**src/core/seq_pkg.sv**
```systemverilog
// Constants for the sensor supervisory sequencer.
// Assumes a 100 MHz core clock; all timing derived here.
package seq_pkg;
	localparam int unsigned CLK_HZ          = 100000000;
	localparam int unsigned READOUT_HZ      = 200000;
	localparam int unsigned SELFTEST_HZ     = 24;
	// Readout tick divisor, longest period rounded down
	localparam int unsigned READOUT_DIV     = CLK_HZ / READOUT_HZ;
	// Readout ticks per self-test half period
	localparam int unsigned ST_HALF_TICKS   = READOUT_HZ / (2 * SELFTEST_HZ);
	// Startup sequence length in readout ticks
	localparam int unsigned STARTUP_TICKS   = 16;
	localparam int unsigned DIV_W           = 10;
	localparam int unsigned CNT_W           = 13;
	// Output code width and code levels
	localparam int unsigned OUT_W           = 12;
	localparam logic [11:0] MID_CODE        = 12'h800;
	// Offset equal to 1.3 g peak to peak: 0.65 g each way at a nominal code scale
	localparam logic [11:0] ST_STEP_CODE    = 12'h0b0;
	localparam logic        FLAG_RESET_VAL  = 1'b1;
endpackage

```
**src/core/sensor_supervisory_sequencer.sv**
```systemverilog
// Supervisory sequencer: supply qualification, reset, self-test and output-invalid flag.
// Assumes supply and overload comparators and pins arrive asynchronously as levels.

module sensor_supervisory_sequencer #(
	parameter int unsigned STARTUP_TICKS = seq_pkg::STARTUP_TICKS,
	parameter int unsigned ST_HALF_TICKS = seq_pkg::ST_HALF_TICKS
) (
	// Clock and reset
	input  wire logic                      core_clk_in,
	input  wire logic                      reset_in,
	// Supply and overload comparators
	input  wire logic                      supply_above_trip_in,
	input  wire logic                      overload_in,
	// Host pins
	input  wire logic                      ext_reset_n_in,
	input  wire logic                      self_test_request_in,
	// Readout sample
	input  wire logic [seq_pkg::OUT_W-1:0] accel_code_in,
	// Outputs
	output logic                           supply_good_out,
	output logic                           output_invalid_out,
	output logic [seq_pkg::OUT_W-1:0]      accel_out_pos_out,
	output logic [seq_pkg::OUT_W-1:0]      accel_out_neg_out,
	output logic [seq_pkg::OUT_W-1:0]      mid_reference_out
);
	typedef enum logic [3:0] {
		ST_OFF     = 4'b0001,
		ST_HOLD    = 4'b0010,
		ST_STARTUP = 4'b0100,
		ST_RUN     = 4'b1000
	} seq_state_t;

	// Two-flop synchroniser per asynchronous level
	localparam logic [3:0] SYNC_RESET = 4'h2;
	wire  [3:0] raw_in = {supply_above_trip_in, overload_in, ext_reset_n_in, self_test_request_in};
	wire  [3:0] synced;

	for (genvar g = 0; g < 4; g++) begin : g_sync
		logic meta_q;
		logic stable_q;

		always_ff @(posedge core_clk_in or posedge reset_in) begin
			if (reset_in) begin
				meta_q   <= SYNC_RESET[g];
				stable_q <= SYNC_RESET[g];
			end else begin
				meta_q   <= raw_in[g];
				stable_q <= meta_q;
			end
		end

		assign synced[g] = stable_q;
	end

	wire supply_ok  = synced[3];
	wire overload   = synced[2];
	wire ext_reset  = !synced[1];
	wire st_request = synced[0];

	// Internal readout tick
	logic tick;
	tick_divider #(
		.DIV         (seq_pkg::READOUT_DIV)
	) i_tick_divider (
		.core_clk_in (core_clk_in),
		.reset_in    (reset_in),
		.tick_out    (tick)
	);

	seq_state_t                 state_q;
	seq_state_t                 state_d;
	logic [seq_pkg::CNT_W-1:0]  start_cnt_q;
	logic [seq_pkg::CNT_W-1:0]  start_cnt_d;
	logic [seq_pkg::CNT_W-1:0]  st_cnt_q;
	logic [seq_pkg::CNT_W-1:0]  st_cnt_d;
	logic                       st_phase_q;
	logic                       st_phase_d;

	wire start_done = tick && (start_cnt_q == seq_pkg::CNT_W'(STARTUP_TICKS - 1));
	wire restart    = ext_reset || overload;
	wire st_wrap    = tick && (st_cnt_q == seq_pkg::CNT_W'(ST_HALF_TICKS - 1));
	wire st_active  = st_request && (state_q == ST_RUN);

	always_comb begin
		state_d = state_q;
		case (state_q)
			ST_OFF: begin
				if (supply_ok)
					state_d = ST_STARTUP;
			end
			ST_HOLD: begin
				if (!supply_ok)
					state_d = ST_OFF;
				else if (!restart)
					state_d = ST_STARTUP;
			end
			ST_STARTUP: begin
				if (!supply_ok)
					state_d = ST_OFF;
				else if (restart)
					state_d = ST_HOLD;
				else if (start_done)
					state_d = ST_RUN;
			end
			ST_RUN: begin
				if (!supply_ok)
					state_d = ST_OFF;
				else if (restart)
					state_d = ST_HOLD;
			end
			default: state_d = ST_OFF;
		endcase
	end

	assign start_cnt_d = (state_q != ST_STARTUP) ? '0 : (tick ? start_cnt_q + 1'b1 : start_cnt_q);
	assign st_cnt_d    = !st_active ? '0 : (st_wrap ? '0 : (tick ? st_cnt_q + 1'b1 : st_cnt_q));
	assign st_phase_d  = !st_active ? 1'b0 : (st_wrap ? !st_phase_q : st_phase_q);

	// Output codes
	wire [seq_pkg::OUT_W-1:0] st_offset = st_phase_q ? seq_pkg::ST_STEP_CODE : -seq_pkg::ST_STEP_CODE;
	wire [seq_pkg::OUT_W-1:0] live_pos  = accel_code_in + (st_active ? st_offset : '0);
	wire [seq_pkg::OUT_W-1:0] live_neg  = seq_pkg::MID_CODE - (live_pos - seq_pkg::MID_CODE);
	wire                      run_next  = (state_d == ST_RUN);
	wire                      hold_mid  = ext_reset || !run_next;
	wire                      invalid_d = !run_next || !supply_ok || ext_reset || overload;

	always_ff @(posedge core_clk_in or posedge reset_in) begin
		if (reset_in) begin
			state_q     <= ST_OFF;
			start_cnt_q <= '0;
			st_cnt_q    <= '0;
			st_phase_q  <= 1'b0;
		end else begin
			state_q     <= state_d;
			start_cnt_q <= start_cnt_d;
			st_cnt_q    <= st_cnt_d;
			st_phase_q  <= st_phase_d;
		end
	end

	always_ff @(posedge core_clk_in or posedge reset_in) begin
		if (reset_in) begin
			supply_good_out    <= 1'b0;
			output_invalid_out <= seq_pkg::FLAG_RESET_VAL;
			accel_out_pos_out  <= seq_pkg::MID_CODE;
			accel_out_neg_out  <= seq_pkg::MID_CODE;
			mid_reference_out  <= seq_pkg::MID_CODE;
		end else begin
			supply_good_out    <= supply_ok;
			output_invalid_out <= invalid_d;
			accel_out_pos_out  <= hold_mid ? seq_pkg::MID_CODE : live_pos;
			accel_out_neg_out  <= hold_mid ? seq_pkg::MID_CODE : live_neg;
			mid_reference_out  <= seq_pkg::MID_CODE;
		end
	end

	a_supply_low_off: assert property (@(posedge core_clk_in) disable iff (reset_in)
		!supply_ok |=> !supply_good_out && output_invalid_out)
		else $error("Supply low did not drop supply-good and raise flag");

	a_off_to_startup: assert property (@(posedge core_clk_in) disable iff (reset_in)
		(state_q == ST_OFF) && supply_ok |=> state_q == ST_STARTUP)
		else $error("Startup did not begin on supply recovery");

	a_supply_good_follow: assert property (@(posedge core_clk_in) disable iff (reset_in)
		supply_ok |=> supply_good_out)
		else $error("Supply-good stayed low with supply above trip");

	a_off_waits_supply: assert property (@(posedge core_clk_in) disable iff (reset_in)
		(state_q == ST_OFF) && !supply_ok |=> state_q == ST_OFF)
		else $error("Startup began below trip level");

	a_off_supply_low: assert property (@(posedge core_clk_in) disable iff (reset_in)
		(state_q == ST_OFF) |-> !supply_good_out)
		else $error("Supply-good high while powered off");

	a_run_brownout: assert property (@(posedge core_clk_in) disable iff (reset_in)
		(state_q == ST_RUN) && !supply_ok |=> state_q == ST_OFF)
		else $error("Brownout in run not taken");

	a_startup_brownout: assert property (@(posedge core_clk_in) disable iff (reset_in)
		(state_q == ST_STARTUP) && !supply_ok |=> state_q == ST_OFF)
		else $error("Brownout in startup not taken");

	a_hold_brownout: assert property (@(posedge core_clk_in) disable iff (reset_in)
		(state_q == ST_HOLD) && !supply_ok |=> state_q == ST_OFF)
		else $error("Brownout in hold not taken");

	a_startup_flag: assert property (@(posedge core_clk_in) disable iff (reset_in)
		(state_q == ST_STARTUP) |-> output_invalid_out)
		else $error("Flag low during startup");

	a_off_flag_high: assert property (@(posedge core_clk_in) disable iff (reset_in)
		(state_q == ST_OFF) |-> output_invalid_out)
		else $error("Flag low while powered off");

	a_startup_no_skip: assert property (@(posedge core_clk_in) disable iff (reset_in)
		(state_q == ST_STARTUP) && !start_done |=> state_q != ST_RUN)
		else $error("Run entered before startup completed");

	a_startup_done_run: assert property (@(posedge core_clk_in) disable iff (reset_in)
		(state_q == ST_STARTUP) && supply_ok && !restart && start_done |=> state_q == ST_RUN && !output_invalid_out)
		else $error("Completed startup did not clear flag");

	a_reset_pin_low: assert property (@(posedge core_clk_in) disable iff (reset_in)
		(state_q == ST_RUN) && supply_ok && !synced[1] |=> state_q == ST_HOLD)
		else $error("Low reset level not treated as reset");

	a_reset_mid_out: assert property (@(posedge core_clk_in) disable iff (reset_in)
		ext_reset |=> accel_out_pos_out == seq_pkg::MID_CODE && accel_out_neg_out == seq_pkg::MID_CODE)
		else $error("Outputs not at mid level during reset");

	a_hold_mid_out: assert property (@(posedge core_clk_in) disable iff (reset_in)
		(state_q == ST_HOLD) |-> accel_out_pos_out == seq_pkg::MID_CODE && accel_out_neg_out == seq_pkg::MID_CODE)
		else $error("Outputs not at mid level in hold");

	a_mid_reference: assert property (@(posedge core_clk_in) disable iff (reset_in)
		mid_reference_out == seq_pkg::MID_CODE)
		else $error("Mid reference left its level");

	a_mirror_pair: assert property (@(posedge core_clk_in) disable iff (reset_in)
		seq_pkg::OUT_W'(accel_out_pos_out + accel_out_neg_out) == '0)
		else $error("Outputs not mirrored about mid level");

	a_reset_flag_high: assert property (@(posedge core_clk_in) disable iff (reset_in)
		ext_reset |=> output_invalid_out)
		else $error("Flag low during external reset");

	a_hold_flag_high: assert property (@(posedge core_clk_in) disable iff (reset_in)
		(state_q == ST_HOLD) |-> output_invalid_out)
		else $error("Flag low in hold");

	a_reset_keeps_hold: assert property (@(posedge core_clk_in) disable iff (reset_in)
		(state_q == ST_HOLD) && supply_ok && ext_reset |=> state_q == ST_HOLD)
		else $error("Hold left while reset still low");

	a_selftest_level: assert property (@(posedge core_clk_in) disable iff (reset_in)
		st_active && !hold_mid |=> accel_out_pos_out != $past(accel_code_in) || $past(st_offset) == '0)
		else $error("Self-test stimulus missing");

	a_selftest_refused: assert property (@(posedge core_clk_in) disable iff (reset_in)
		!st_active |=> !st_phase_q && st_cnt_q == '0)
		else $error("Self-test wave running while not requested");

	a_run_no_stimulus: assert property (@(posedge core_clk_in) disable iff (reset_in)
		(state_q == ST_RUN) && run_next && !st_active |=> accel_out_pos_out == $past(accel_code_in))
		else $error("Output offset without self-test request");

	a_step_toggle: assert property (@(posedge core_clk_in) disable iff (reset_in)
		st_active && st_wrap |=> st_phase_q != $past(st_phase_q))
		else $error("Self-test phase did not toggle at half period");

	a_step_size: assert property (@(posedge core_clk_in) disable iff (reset_in)
		st_active && !hold_mid |=>
		seq_pkg::OUT_W'(accel_out_pos_out - $past(accel_code_in)) == seq_pkg::ST_STEP_CODE ||
		seq_pkg::OUT_W'(accel_out_pos_out - $past(accel_code_in)) == seq_pkg::OUT_W'(12'h000 - seq_pkg::ST_STEP_CODE))
		else $error("Self-test step of wrong size");

	a_invalid_causes: assert property (@(posedge core_clk_in) disable iff (reset_in)
		overload |=> output_invalid_out)
		else $error("Flag low during overload");

	a_run_flag_low: assert property (@(posedge core_clk_in) disable iff (reset_in)
		(state_q == ST_RUN) |-> !output_invalid_out)
		else $error("Flag high with valid outputs");

	a_overload_restart: assert property (@(posedge core_clk_in) disable iff (reset_in)
		overload && supply_ok && (state_q == ST_RUN) |=> state_q == ST_HOLD ##0 output_invalid_out)
		else $error("Overload did not restart readout");

	a_overload_holds: assert property (@(posedge core_clk_in) disable iff (reset_in)
		(state_q == ST_HOLD) && supply_ok && overload |=> state_q == ST_HOLD)
		else $error("Hold left while overload present");

	a_start_count_bound: assert property (@(posedge core_clk_in) disable iff (reset_in)
		start_cnt_q <= seq_pkg::CNT_W'(STARTUP_TICKS))
		else $error("Startup count beyond its length");

	a_count_on_tick: assert property (@(posedge core_clk_in) disable iff (reset_in)
		(state_q == ST_STARTUP) && !tick |=> $stable(start_cnt_q))
		else $error("Startup count moved without a readout tick");

	a_release_startup: assert property (@(posedge core_clk_in) disable iff (reset_in)
		(state_q == ST_HOLD) && supply_ok && !restart |=> state_q == ST_STARTUP ##1 output_invalid_out)
		else $error("Reset release skipped startup");

	a_square_half: assert property (@(posedge core_clk_in) disable iff (reset_in)
		st_active && $changed(st_phase_q) |-> st_cnt_q == '0)
		else $error("Self-test phase toggled off count boundary");

	a_phase_steady: assert property (@(posedge core_clk_in) disable iff (reset_in)
		st_active && !st_wrap |=> $stable(st_phase_q))
		else $error("Self-test phase changed inside a half period");

	a_half_count_bound: assert property (@(posedge core_clk_in) disable iff (reset_in)
		st_cnt_q < seq_pkg::CNT_W'(ST_HALF_TICKS))
		else $error("Self-test count beyond half period");
endmodule

```
**src/core/tick_divider.sv**
```systemverilog
// Divides the core clock down to the internal readout tick.
// Assumes a single clock domain and asynchronous active-high reset.
module tick_divider #(
	parameter int unsigned DIV = seq_pkg::READOUT_DIV
) (
	// Clock and reset
	input  wire logic core_clk_in,
	input  wire logic reset_in,
	// Tick
	output logic      tick_out
);
	logic [seq_pkg::DIV_W-1:0] cnt_q;
	logic [seq_pkg::DIV_W-1:0] cnt_d;
	wire                       wrap = (cnt_q == seq_pkg::DIV_W'(DIV - 1));

	assign cnt_d = wrap ? '0 : cnt_q + 1'b1;

	always_ff @(posedge core_clk_in or posedge reset_in) begin
		if (reset_in) begin
			cnt_q    <= '0;
			tick_out <= 1'b0;
		end else begin
			cnt_q    <= cnt_d;
			tick_out <= wrap;
		end
	end

	a_tick_period: assert property (@(posedge core_clk_in) disable iff (reset_in)
		tick_out |=> !tick_out [*8])
		else $error("Readout tick repeats too soon");
endmodule

```
**config.mk**
```make
export PLATFORM = sky130hd
export DESIGN_NAME = sensor_supervisory_sequencer
export DESIGN_NICKNAME = d
export VERILOG_FILES = /design/src/core/seq_pkg.sv /design/src/core/sensor_supervisory_sequencer.sv /design/src/core/tick_divider.sv
export SDC_FILE = /design/constraint.sdc
export NUM_CORES = 1
export LEC_CHECK = 0
export BUFFER_PORTS_ARGS = -buffer_cell sky130_fd_sc_hd__buf_2
export CORE_MARGIN = 2
export CORE_UTILIZATION = 51
export DETAILED_ROUTE_END_ITERATION = 12
export PLACE_DENSITY = 0.75
export SETUP_SLACK_MARGIN = 0.3
export SLEW_MARGIN = 20
export SYNTH_ARGS = -nofsm -noshare
export SYNTH_HDL_FRONTEND = slang
export SYNTH_SLANG_ARGS = --single-unit
```
**constraint.sdc**
```tcl
create_clock -name core_clk_in -period 3.2 [get_ports core_clk_in]
set_clock_uncertainty 0.2 [all_clocks]
set_input_delay 0.32 -clock core_clk_in [delete_from_list [all_inputs] [get_ports core_clk_in]]
set_output_delay 0.32 -clock core_clk_in [all_outputs]
set_load 0.01 [all_outputs]
```
# Yosys cells after proc, flatten, opt, wreduce, memory -nomap -nowiden

Cells that the tools add are included.
Widths: inputs -> output; s select.

Register bits: 76
Output and inout port bits: 38
Input port bits: 18
Word-level logic and storage cells: 69

Equal/unequal tests: 11
Reductions and logical operators: 13
Add/subtract/negate cells: 6
Mux-type cells: 21

Operators by type and width:

| cell                   | number |
|---|---|
| $mux 13                | 5 |
| $mux 12                | 4 |
| $mux 4                 | 8 |
| $add 13x1->13 const B  | 2 |
| $pmux 4 s4             | 1 |
| $eq 13x13->1 const B   | 1 |
| $eq 13x4->1 const B    | 1 |
| $add 12x12->12         | 1 |
| $sub 12x12->12 const A | 1 |
| $sub 12x12->12 const B | 1 |
| $add 10x1->10 const B  | 1 |
| $eq 10x9->1 const B    | 1 |
| $mux 10                | 1 |
| $eq 4x4->1 const B     | 2 |
| $logic_or 1x1->1       | 5 |
| $eq 4x1->1 const B     | 1 |
| $eq 4x2->1 const B     | 1 |
| $eq 4x3->1 const B     | 1 |
| $logic_not 1->1        | 4 |
| $ne 4x3->1 const B     | 1 |
| $logic_and 1x1->1      | 3 |
| $ne 3x2->1 const B     | 1 |
| $mux 1                 | 2 |
| $ne 2x2->1 const B     | 1 |
| $reduce_bool 2->1      | 1 |

# Logic depth before layout (Yosys ltp)

Gate-level depths: netlist (run 1).

Word-level depth: 11
Mapped depth: 13
Mapped depth without buffers: 11

# Modules after synthesis

Synthesis (run 1) repeated with hierarchy kept, for this count alone.

Cell total of the unflattened synthesis: 391
Area total of the unflattened synthesis: 3891.2 µm²

By module, submodules not included:

| module                       | area each (µm²) | times used | seq. area each (µm²) | cells an instance |
|---|---|---|---|---|
| sensor_supervisory_sequencer | 3352.0          | 1          | 1609.0               | 340 |
| tick_divider                 | 539.3           | 1          | 275.3                | 51 |

# Least setup slack after synthesis (run 1)

OpenSTA, ideal clock, no wires.

Path kind: register to register
Start: register state_q[2]
End: register accel_out_neg_out[10] (netlist name)
Arrival time: 2.948 ns
Setup time: 0.125 ns
Buffers on the path: 1
Setup slack: -0.073 ns
Cell stages (with the launch flop): 12
Period minus slack after synthesis: 3.273 ns
Data required time: 2.875 ns
Cell sequence: dfrtp_1 > nor4b_2 > and2_1 > buf_6 > ha_1 > ha_1 > o21a_1 > a2bb2oi_1 > a22oi_2 > xnor2_1 > and3b_1 > mux2_4

Longest elaborated chain between the ends: 8
Elaborated cells between the ends (all ways): 22
Those cells by class: add/sub: 3; eq/ne: 5; mux: 11; reduce/logical: 3

RTL lines:

| what                                                   | RTL line                            | RTL |
|---|---|---|
| start: declaration                                     | sensor_supervisory_sequencer.sv:70  | `seq_state_t state_q;` |
| start signal: assignment                               | sensor_supervisory_sequencer.sv:134 | `state_q <= state_d;` |
| branches (longest 7 deep; another with $add 12x12->12) | -                                   |  |
| $mux 12 (*)                                            | sensor_supervisory_sequencer.sv:152 | `accel_out_neg_out <= hold_mid ? seq_pkg::MID_CODE : live_neg;` |
| end signal: assignment                                 | sensor_supervisory_sequencer.sv:146 | `accel_out_neg_out <= seq_pkg::MID_CODE;` |
| end signal: assignment                                 | sensor_supervisory_sequencer.sv:152 |  |
| end: declaration                                       | sensor_supervisory_sequencer.sv:23  | `output logic [seq_pkg::OUT_W-1:0] accel_out_neg_out,` |

Every way passes the cells marked *.
A chain may end at the register's enable or synchronous reset.

# Final worst setup path (run 1)

Start: register state_q[2]
End: register accel_out_neg_out[11] (netlist name)

Same word-level chain as after synthesis.

==> run_results.csv, run 1 <==
group,metric,value,unit
detailed_routing,drtAntennaViolNets,0,
worst_setup_path,startpoint_type,"flop",
power,peakVddDrop,0.000356,V
timing,post-route-min-period,2.95,ns
timing,maxClockFrequency,0.339,GHz
worst_setup_path,arrival,3.03,ns
layout,area_delta_synth_final,18.5,%
detailed_routing,met2WireLength,3.36,mm
yosys,post_synth_instance_area,0.00378,mm^2
floorplan,fp.dieArea,0.00812,mm^2
place,finalWeightedCongestion,0.925,
clock_network,clock_latency_of_the_later_clocked_register_in_the_worst_skew_pair,0.35,ns
hold_path,holdCritPathClass,"primary input to flop",
yosys,synthesized_area_fraction_occupied_by_and_or_nand_nor_cells,0.208,
yosys,synth_edf_count,0,
global_route,grt_pass1_wl,12.1,mm
layout,stdcell_count,532,
worst_setup_path,worst_ep_required_time,3.28,ns
yosys,netlist_instances,371,
place,dp_hpwl,4.85,mm
detailed_routing,drt_first_iter_violations,113,
clock_network,cts_buffers,9,
yosys,fraction_of_the_mapped_netlist_area_in_compound_gates,0.0761,
power,power.total,0.00202,W
yosys,yosysSeqAreaShare,0.498,
hold_path,hold-path-cell-count,3,
detailed_routing,met3_length,278,um
layout,layout-drive-gt1-share,0.242,
place,post-place-cells,504,
worst_setup_path,reg2regPathDepth,11,
global_route,grt_util_all_layers,0.183,
yosys,yosys_register_bits,75,
detailed_routing,drt-met1-wl,3.04,mm
yosys,yosys_warnings,0,
yosys,yosys.area.top_type_share,0.457,
power,static_leakage_power,2.03,nW
run_status,run_status,"completed",
layout,nNetsFinal,454,
detailed_routing,detail_route.wirelength,6.78,mm
floorplan,die_h,90.1,um
yosys,asyncSetResetFlopFracSynth,1.00,
yosys,avgSynthCellArea,10.2,um^2
worst_setup_path,cp-end-kind,"flop",
yosys,yosys.area_share.xor_xnor,0.117,
timing,timing.final.setup_violations,0,
clock_network,number_of_h_tree_levels,3,
floorplan,die_x,90.1,um
detailed_routing,detail_route.drc_violations,0,
detailed_routing,top_signal_layer_used,"met4",
layout,antenna-diode-count,0,
detailed_routing,vias_per_cell,5.00,
layout,final_core_utilization,0.621,
clock_network,clkSlewWorstSetupHoldPaths,0.08,ns
yosys,synth_flop_cell,"sky130_fd_sc_hd__dfrtp_1",
layout,layout_common_cells,"sky130_fd_sc_hd__dfrtp_1 (67), sky130_fd_sc_hd__nor2_1 (60), sky130_fd_sc_hd__buf_2 (43)",
detailed_routing,wl_per_cell,12.8,um
timing,grt_setup_unrepaired,"yes",
clock_network,clockBufferDepth,2,
clock_network,clock-root-buffer,"sky130_fd_sc_hd__clkbuf_8",
global_route,residual_overflow_from_global_routing,0,
floorplan,rows,31,
yosys,synth_cell_types,58,
floorplan,num_io_pins,56,
timing,worst-slew-pin-transition,0.718,ns
global_route,grt_antenna_before_repair,0,
worst_setup_path,critPathKind,"flop to flop",
job,maxCapViolCount,0,
layout,layout_commonest_cell,"sky130_fd_sc_hd__dfrtp_1",
clock_network,tritoncts,"built",
timing,timing.setup.tns,0,ns
worst_setup_path,worst-path-max-fanout,7,
timing,timing.slew.headroom,0.520,
detailed_routing,firstDrtPassIters,4,
floorplan,core-area,0.00721,mm^2
yosys,netlist.top_cell.by_area,"sky130_fd_sc_hd__dfrtp_1",
timing,drv_slew,0,
detailed_routing,routed-via-count,2658,
yosys,synth_top_family_by_area,"simple AND/OR/NAND/NOR gates",
power,power.density_cell_area,449,mW/mm^2
place,place.port_buffers,43,
clock_network,numClockSinks,75,
global_route,grt_max_degree,42,
yosys,post_synth_fa_ha_maj_area_fraction,0.0265,
yosys,proportion_of_synthesized_area_in_mux_cells,0.0159,
timing,timing.final.crit_share,0.923,
yosys,synthTopCellsByArea,"sky130_fd_sc_hd__dfrtp_1 (46%), sky130_fd_sc_hd__xor2_1 (6.0%), sky130_fd_sc_hd__nor2_1 (6.0%)",
timing,hold_violations,0,
floorplan,start_util,0.524,
global_route,grt_pass1_vias,2717,
repair_timing:
item,4_1_cts,5_1_grt
pin swaps,5,1
resized for setup,4,2
endpoints found under the hold margin,35,0
gates cloned,0,0
buffers inserted,7,0
setup endpoints to repair,2,3
hold buffers,5,0
critical path: stages, from the launching register on:
cell                        delay (ns)
sky130_fd_sc_hd__dfrtp_2          0.45
sky130_fd_sc_hd__nor4b_4          0.29
sky130_fd_sc_hd__and2_4           0.21
sky130_fd_sc_hd__ha_4             0.17
sky130_fd_sc_hd__ha_4             0.16
sky130_fd_sc_hd__o21a_1           0.17
sky130_fd_sc_hd__a2bb2oi_2        0.19
sky130_fd_sc_hd__nand4_1          0.11
sky130_fd_sc_hd__a21o_1           0.19
sky130_fd_sc_hd__and3b_1          0.21
sky130_fd_sc_hd__o211ai_1         0.21
sky130_fd_sc_hd__mux2_4           0.32
cells by family (layout without fill, tap and decap cells):
family                     Yosys count  in the layout
buffers and inverters               39             91
and+or+nand+nor                    152            152
DFF                                 75             75
other                                2             12
AOI/OAI and AO/OA                   41             41
xor gates and xnor gates            49             49
muxes                                5              5
adders and majority gates            8              8
per-layer routing:
layer | global-route usage | up-vias
met4 | 0.0628 | 0
met3 | 0.0553 | 9
met2 | 0.303 | 50
li1 | - | 1332
met1 | 0.230 | 1267
met5 | 0 | -
power by group:
group | switching [W] | internal, W | leakage [nW] | total [W]
Clock | 0.000348 | 0.000484 | 0.116 | 0.000832
Combinational | 0.000114 | 0.0000796 | 0.921 | 0.000194
Sequential | 0.0000192 | 0.000970 | 0.993 | 0.000989
cell usage after synthesis, drive strengths merged, types with 3 or more instances:
library cell	count
xnor2	22
o21ai	14
buf	19
mux2i	3
nand3	17
or3	3
inv	12
nor3	6
nand2	20
and2	12
nand4	9
nor2	61
nand2b	4
a211oi	3
dfstp	6
dfrtp	69
clkbuf	8
o211ai	3
ha	8
and3	3
nor4	4
a21oi	6
xor2	27
final cells by class:
cell class,instances,area [um^2]
fillers,601,2730
flip-flops and latches,75,1890
multi-input cells,267,1800
repair buffers,63,390
clock buffers,11,151
well taps,99,124
clock inverters,5,85.1
inverters,12,45.0
state kept, by name, indices dropped and copies added (netlist names):
register                 count
i_tick_divider.cnt_q        10
st_cnt_q                    13
accel_out_neg_out           12
supply_good_out              1
output_invalid_out           1
g_sync.meta_q                4
i_tick_divider.tick_out      1
g_sync.stable_q              4
accel_out_pos_out           11
st_phase_q                   1
state_q                      4
start_cnt_q                 13
stage by stage:
stage,hold slack [ns],instance area [um^2],setup WS [ns]
floorplan,0.124,3890,0.159
global placement,0.134,4130,0.213
detailed placement,0.135,4130,0.139
CTS,0.00660,4480,0.198
global route,0.0125,4480,0.0785
finish,0.0206,4480,0.248
path summary, 6_finish.rpt:
check / endpoint / slack [ns] / start
max: accel_out_neg_out[11] / 0.25 / state_q[2]
min: accel_out_neg_out[0] / 0.02 / accel_code_in[0]
max reg2reg: accel_out_neg_out[11] / 0.25 / state_q[2]
min reg2reg: g_sync[2].stable_q / 0.15 / g_sync[2].meta_q
max in group asynchronous: accel_out_pos_out[11] / 1.64 / reset_in
min in group asynchronous: i_tick_divider.cnt_q[9] / 0.43 / reset_in
Power figures use the tool's default switching activity.
==> run 2: changes to the inputs <==
--- a/config.mk
+++ b/config.mk
@@ -9,9 +9,11 @@
 export CORE_MARGIN = 2
 export CORE_UTILIZATION = 51
 export DETAILED_ROUTE_END_ITERATION = 12
+export MAX_ROUTING_LAYER = met4
 export PLACE_DENSITY = 0.75
 export SETUP_SLACK_MARGIN = 0.3
 export SLEW_MARGIN = 20
 export SYNTH_ARGS = -nofsm -noshare
 export SYNTH_HDL_FRONTEND = slang
 export SYNTH_SLANG_ARGS = --single-unit
+export TNS_END_PERCENT = 10
==> run_results.csv, run 2 (synthesis gave the netlist of run 1 again) <==
group,metric,value,unit
run_status,run_status,"completed",
worst_setup_path,reg2reg_slack,0.1,ns
floorplan,die_h,90.1,um
detailed_routing,firstDrtPassIters,4,
global_route,grt_pass1_vias,2626,
timing,grt_setup_unrepaired,"yes",
worst_setup_path,startpoint_type,"flop",
detailed_routing,detail_route.drc_violations,0,
global_route,grt_pass1_wl,12.0,mm
layout,filler_cell_count,619,
global_route,grt_util_all_layers,0.191,
worst_setup_path,worst_setup_endpoint,"accel_out_neg_out[11]",
worst_setup_path,timing_startpoint_of_the_critical_path,"state_q[0]",
clock_network,numClockSinks,75,
layout,layout_top_registers,"st_cnt_q x13, start_cnt_q x13, accel_out_neg_out x12",
floorplan,fp.dieArea,0.00812,mm^2
clock_network,number_of_h_tree_levels,3,
clock_network,cts_buffers,9,
detailed_routing,detail_route.wirelength,7.05,mm
power,power.density_cell_area,462,mW/mm^2
clock_network,clockBufferDepth,2,
place,place.port_buffers,43,
timing,maxClockFrequency,0.322,GHz
clock_network,tritoncts,"built",
layout,layout_commonest_cell,"sky130_fd_sc_hd__dfrtp_1",
worst_setup_path,timing.rr.end,"accel_out_neg_out[11]",
layout,layout-drive-gt1-share,0.227,
place,placement.setup.worst_slack,0.176,ns
timing,finalWorstSetupSlack,0.0977,ns
worst_setup_path,worst_ep_required_time,3.29,ns
worst_setup_path,cpPeakStageDelay,0.62,ns
timing,timing.final.setup_violations,0,
layout,stdcell_count,531,
worst_setup_path,arrival,3.20,ns
clock_network,clock_latency_of_the_later_clocked_register_in_the_worst_skew_pair,0.36,ns
worst_setup_path,cpMaxStageDelayCell,"sky130_fd_sc_hd__dfstp_2",
detailed_routing,drt_first_iter_violations,151,
global_route,residual_overflow_from_global_routing,0,
worst_setup_path,critPathKind,"flop to flop",
place,finalWeightedCongestion,0.863,
timing,drv_slew,0,
place,post-place-cells,503,
floorplan,core-area,0.00721,mm^2
clock_network,clkSlewWorstSetupHoldPaths,0.08,ns
worst_setup_path,crit_path_most_repeated_cell,"sky130_fd_sc_hd__ha_4",
worst_setup_path,r2r-start,"state_q[0]",
detailed_routing,vias_per_cell,5.10,
timing,post-route-min-period,3.10,ns
layout,nNetsFinal,453,
floorplan,rows,31,
layout,layout_common_cells,"sky130_fd_sc_hd__dfrtp_1 (68), sky130_fd_sc_hd__nor2_1 (60), sky130_fd_sc_hd__buf_2 (43)",
place,dp_hpwl,4.95,mm
timing,worst-slew-pin-transition,0.709,ns
job,maxCapViolCount,0,
detailed_routing,wl_per_cell,13.3,um
timing,timing.slew.headroom,0.527,
layout,antenna-diode-count,0,
global_route,grt_max_degree,43,
global_route,grt_antenna_before_repair,0,
hold_path,holdCritPathClass,"primary input to flop",
detailed_routing,drtAntennaViolNets,0,
timing,hold_violations,0,
floorplan,die_x,90.1,um
clock_network,clock-root-buffer,"sky130_fd_sc_hd__clkbuf_8",
worst_setup_path,critical_path.cell_chain,"nor4b_4 -> buf_4 -> and2_4 -> ha_4 -> ha_4 -> o21a_1 -> o311ai_2 -> a22oi_2 -> xnor2_2 -> nor4_4 -> o211ai_1 -> mux2_4",
power,static_leakage_power,2.03,nW
power,peakVddDrop,0.000237,V
timing,timing.final.crit_share,0.969,
floorplan,num_io_pins,56,
layout,area_delta_synth_final,18.4,%
timing,holdWs,0.0372,ns
floorplan,start_util,0.524,
worst_setup_path,reg2regPathDepth,12,
worst_setup_path,worst-path-max-fanout,7,
worst_setup_path,cp-end-kind,"flop",
detailed_routing,routed-via-count,2709,
run 2: layer usage:
layer  vias to the layer above  global-route usage  part of all wire
li1                       1333                   -                 -
met1                      1312               0.243              0.47
met2                        51               0.287              0.47
met3                        13              0.0511             0.038
met4                         0              0.0885             0.020
met5                         -                   -                 0
run 2: where the power goes:
part | switching (W) | internal (W)
sequential | 0.0000274 | 0.000970
clock | 0.000366 | 0.000521
combinational | 0.000108 | 0.0000752
total | 0.000501 | 0.00157
run 2: area by class of cell:
type | count | area [um^2] | area share
sequential | 75 | 1890 | 0.421
multi-input combinational | 267 | 1790 | 0.401
timing repair buffer | 62 | 388 | 0.0866
clock buffer | 10 | 128 | 0.0285
tap | 99 | 124 | 0.0277
clock inverter | 6 | 113 | 0.0252
inverter | 12 | 45.0 | 0.0101
run 2: through the flow:
stage / TNS [ns] / area, um^2 / total power (W) / utilization
2_1_floorplan: 0 / 3890 / 0.00114 / -
3_3_place_gp: 0 / 4130 / 0.00117 / 0.572
3_5_place_dp: 0 / 4130 / 0.00117 / 0.572
4_1_cts: 0 / 4440 / 0.00207 / 0.615
5_1_grt: -0.110 / 4480 / 0.00215 / 0.621
6_report: 0 / 4480 / 0.00207 / 0.621
run 2: worst min-delay path by stage:
stage                                 to             start  slack, ns  depth (start not counted)
global placement      g_sync[2].stable_q  g_sync[2].meta_q       0.13                          0
global route        accel_out_pos_out[3]  accel_code_in[3]       0.04                          2
floorplan               g_sync[1].meta_q    ext_reset_n_in       0.12                          0
finish              accel_out_pos_out[3]  accel_code_in[3]       0.04                          2
CTS                 accel_out_pos_out[3]  accel_code_in[3]       0.02                          2
detailed placement    g_sync[0].stable_q  g_sync[0].meta_q       0.13                          0
run 2: worst max-delay path: cells and delay by family (launching register included):
kind                     cells  cell delay [ns]
flip-flops                   1             0.62
AND/OR/NAND/NOR              3             0.48
buffers and inverters        1             0.14
multiplexers                 1             0.32
AO/OA/AOI/OAI                4             0.73
adder cells (fa/ha/maj)      2             0.36
XOR/XNOR                     1             0.19
run 2: repair_timing:
action | 4_1_cts | 5_1_grt
hold buffers | 7 | 0
gates resized for setup | 1 | 2
endpoints found under the hold margin | 37 | 0
endpoints found under the setup margin | 2 | 5
setup buffers | 0 | 5
pin swaps | 0 | 5
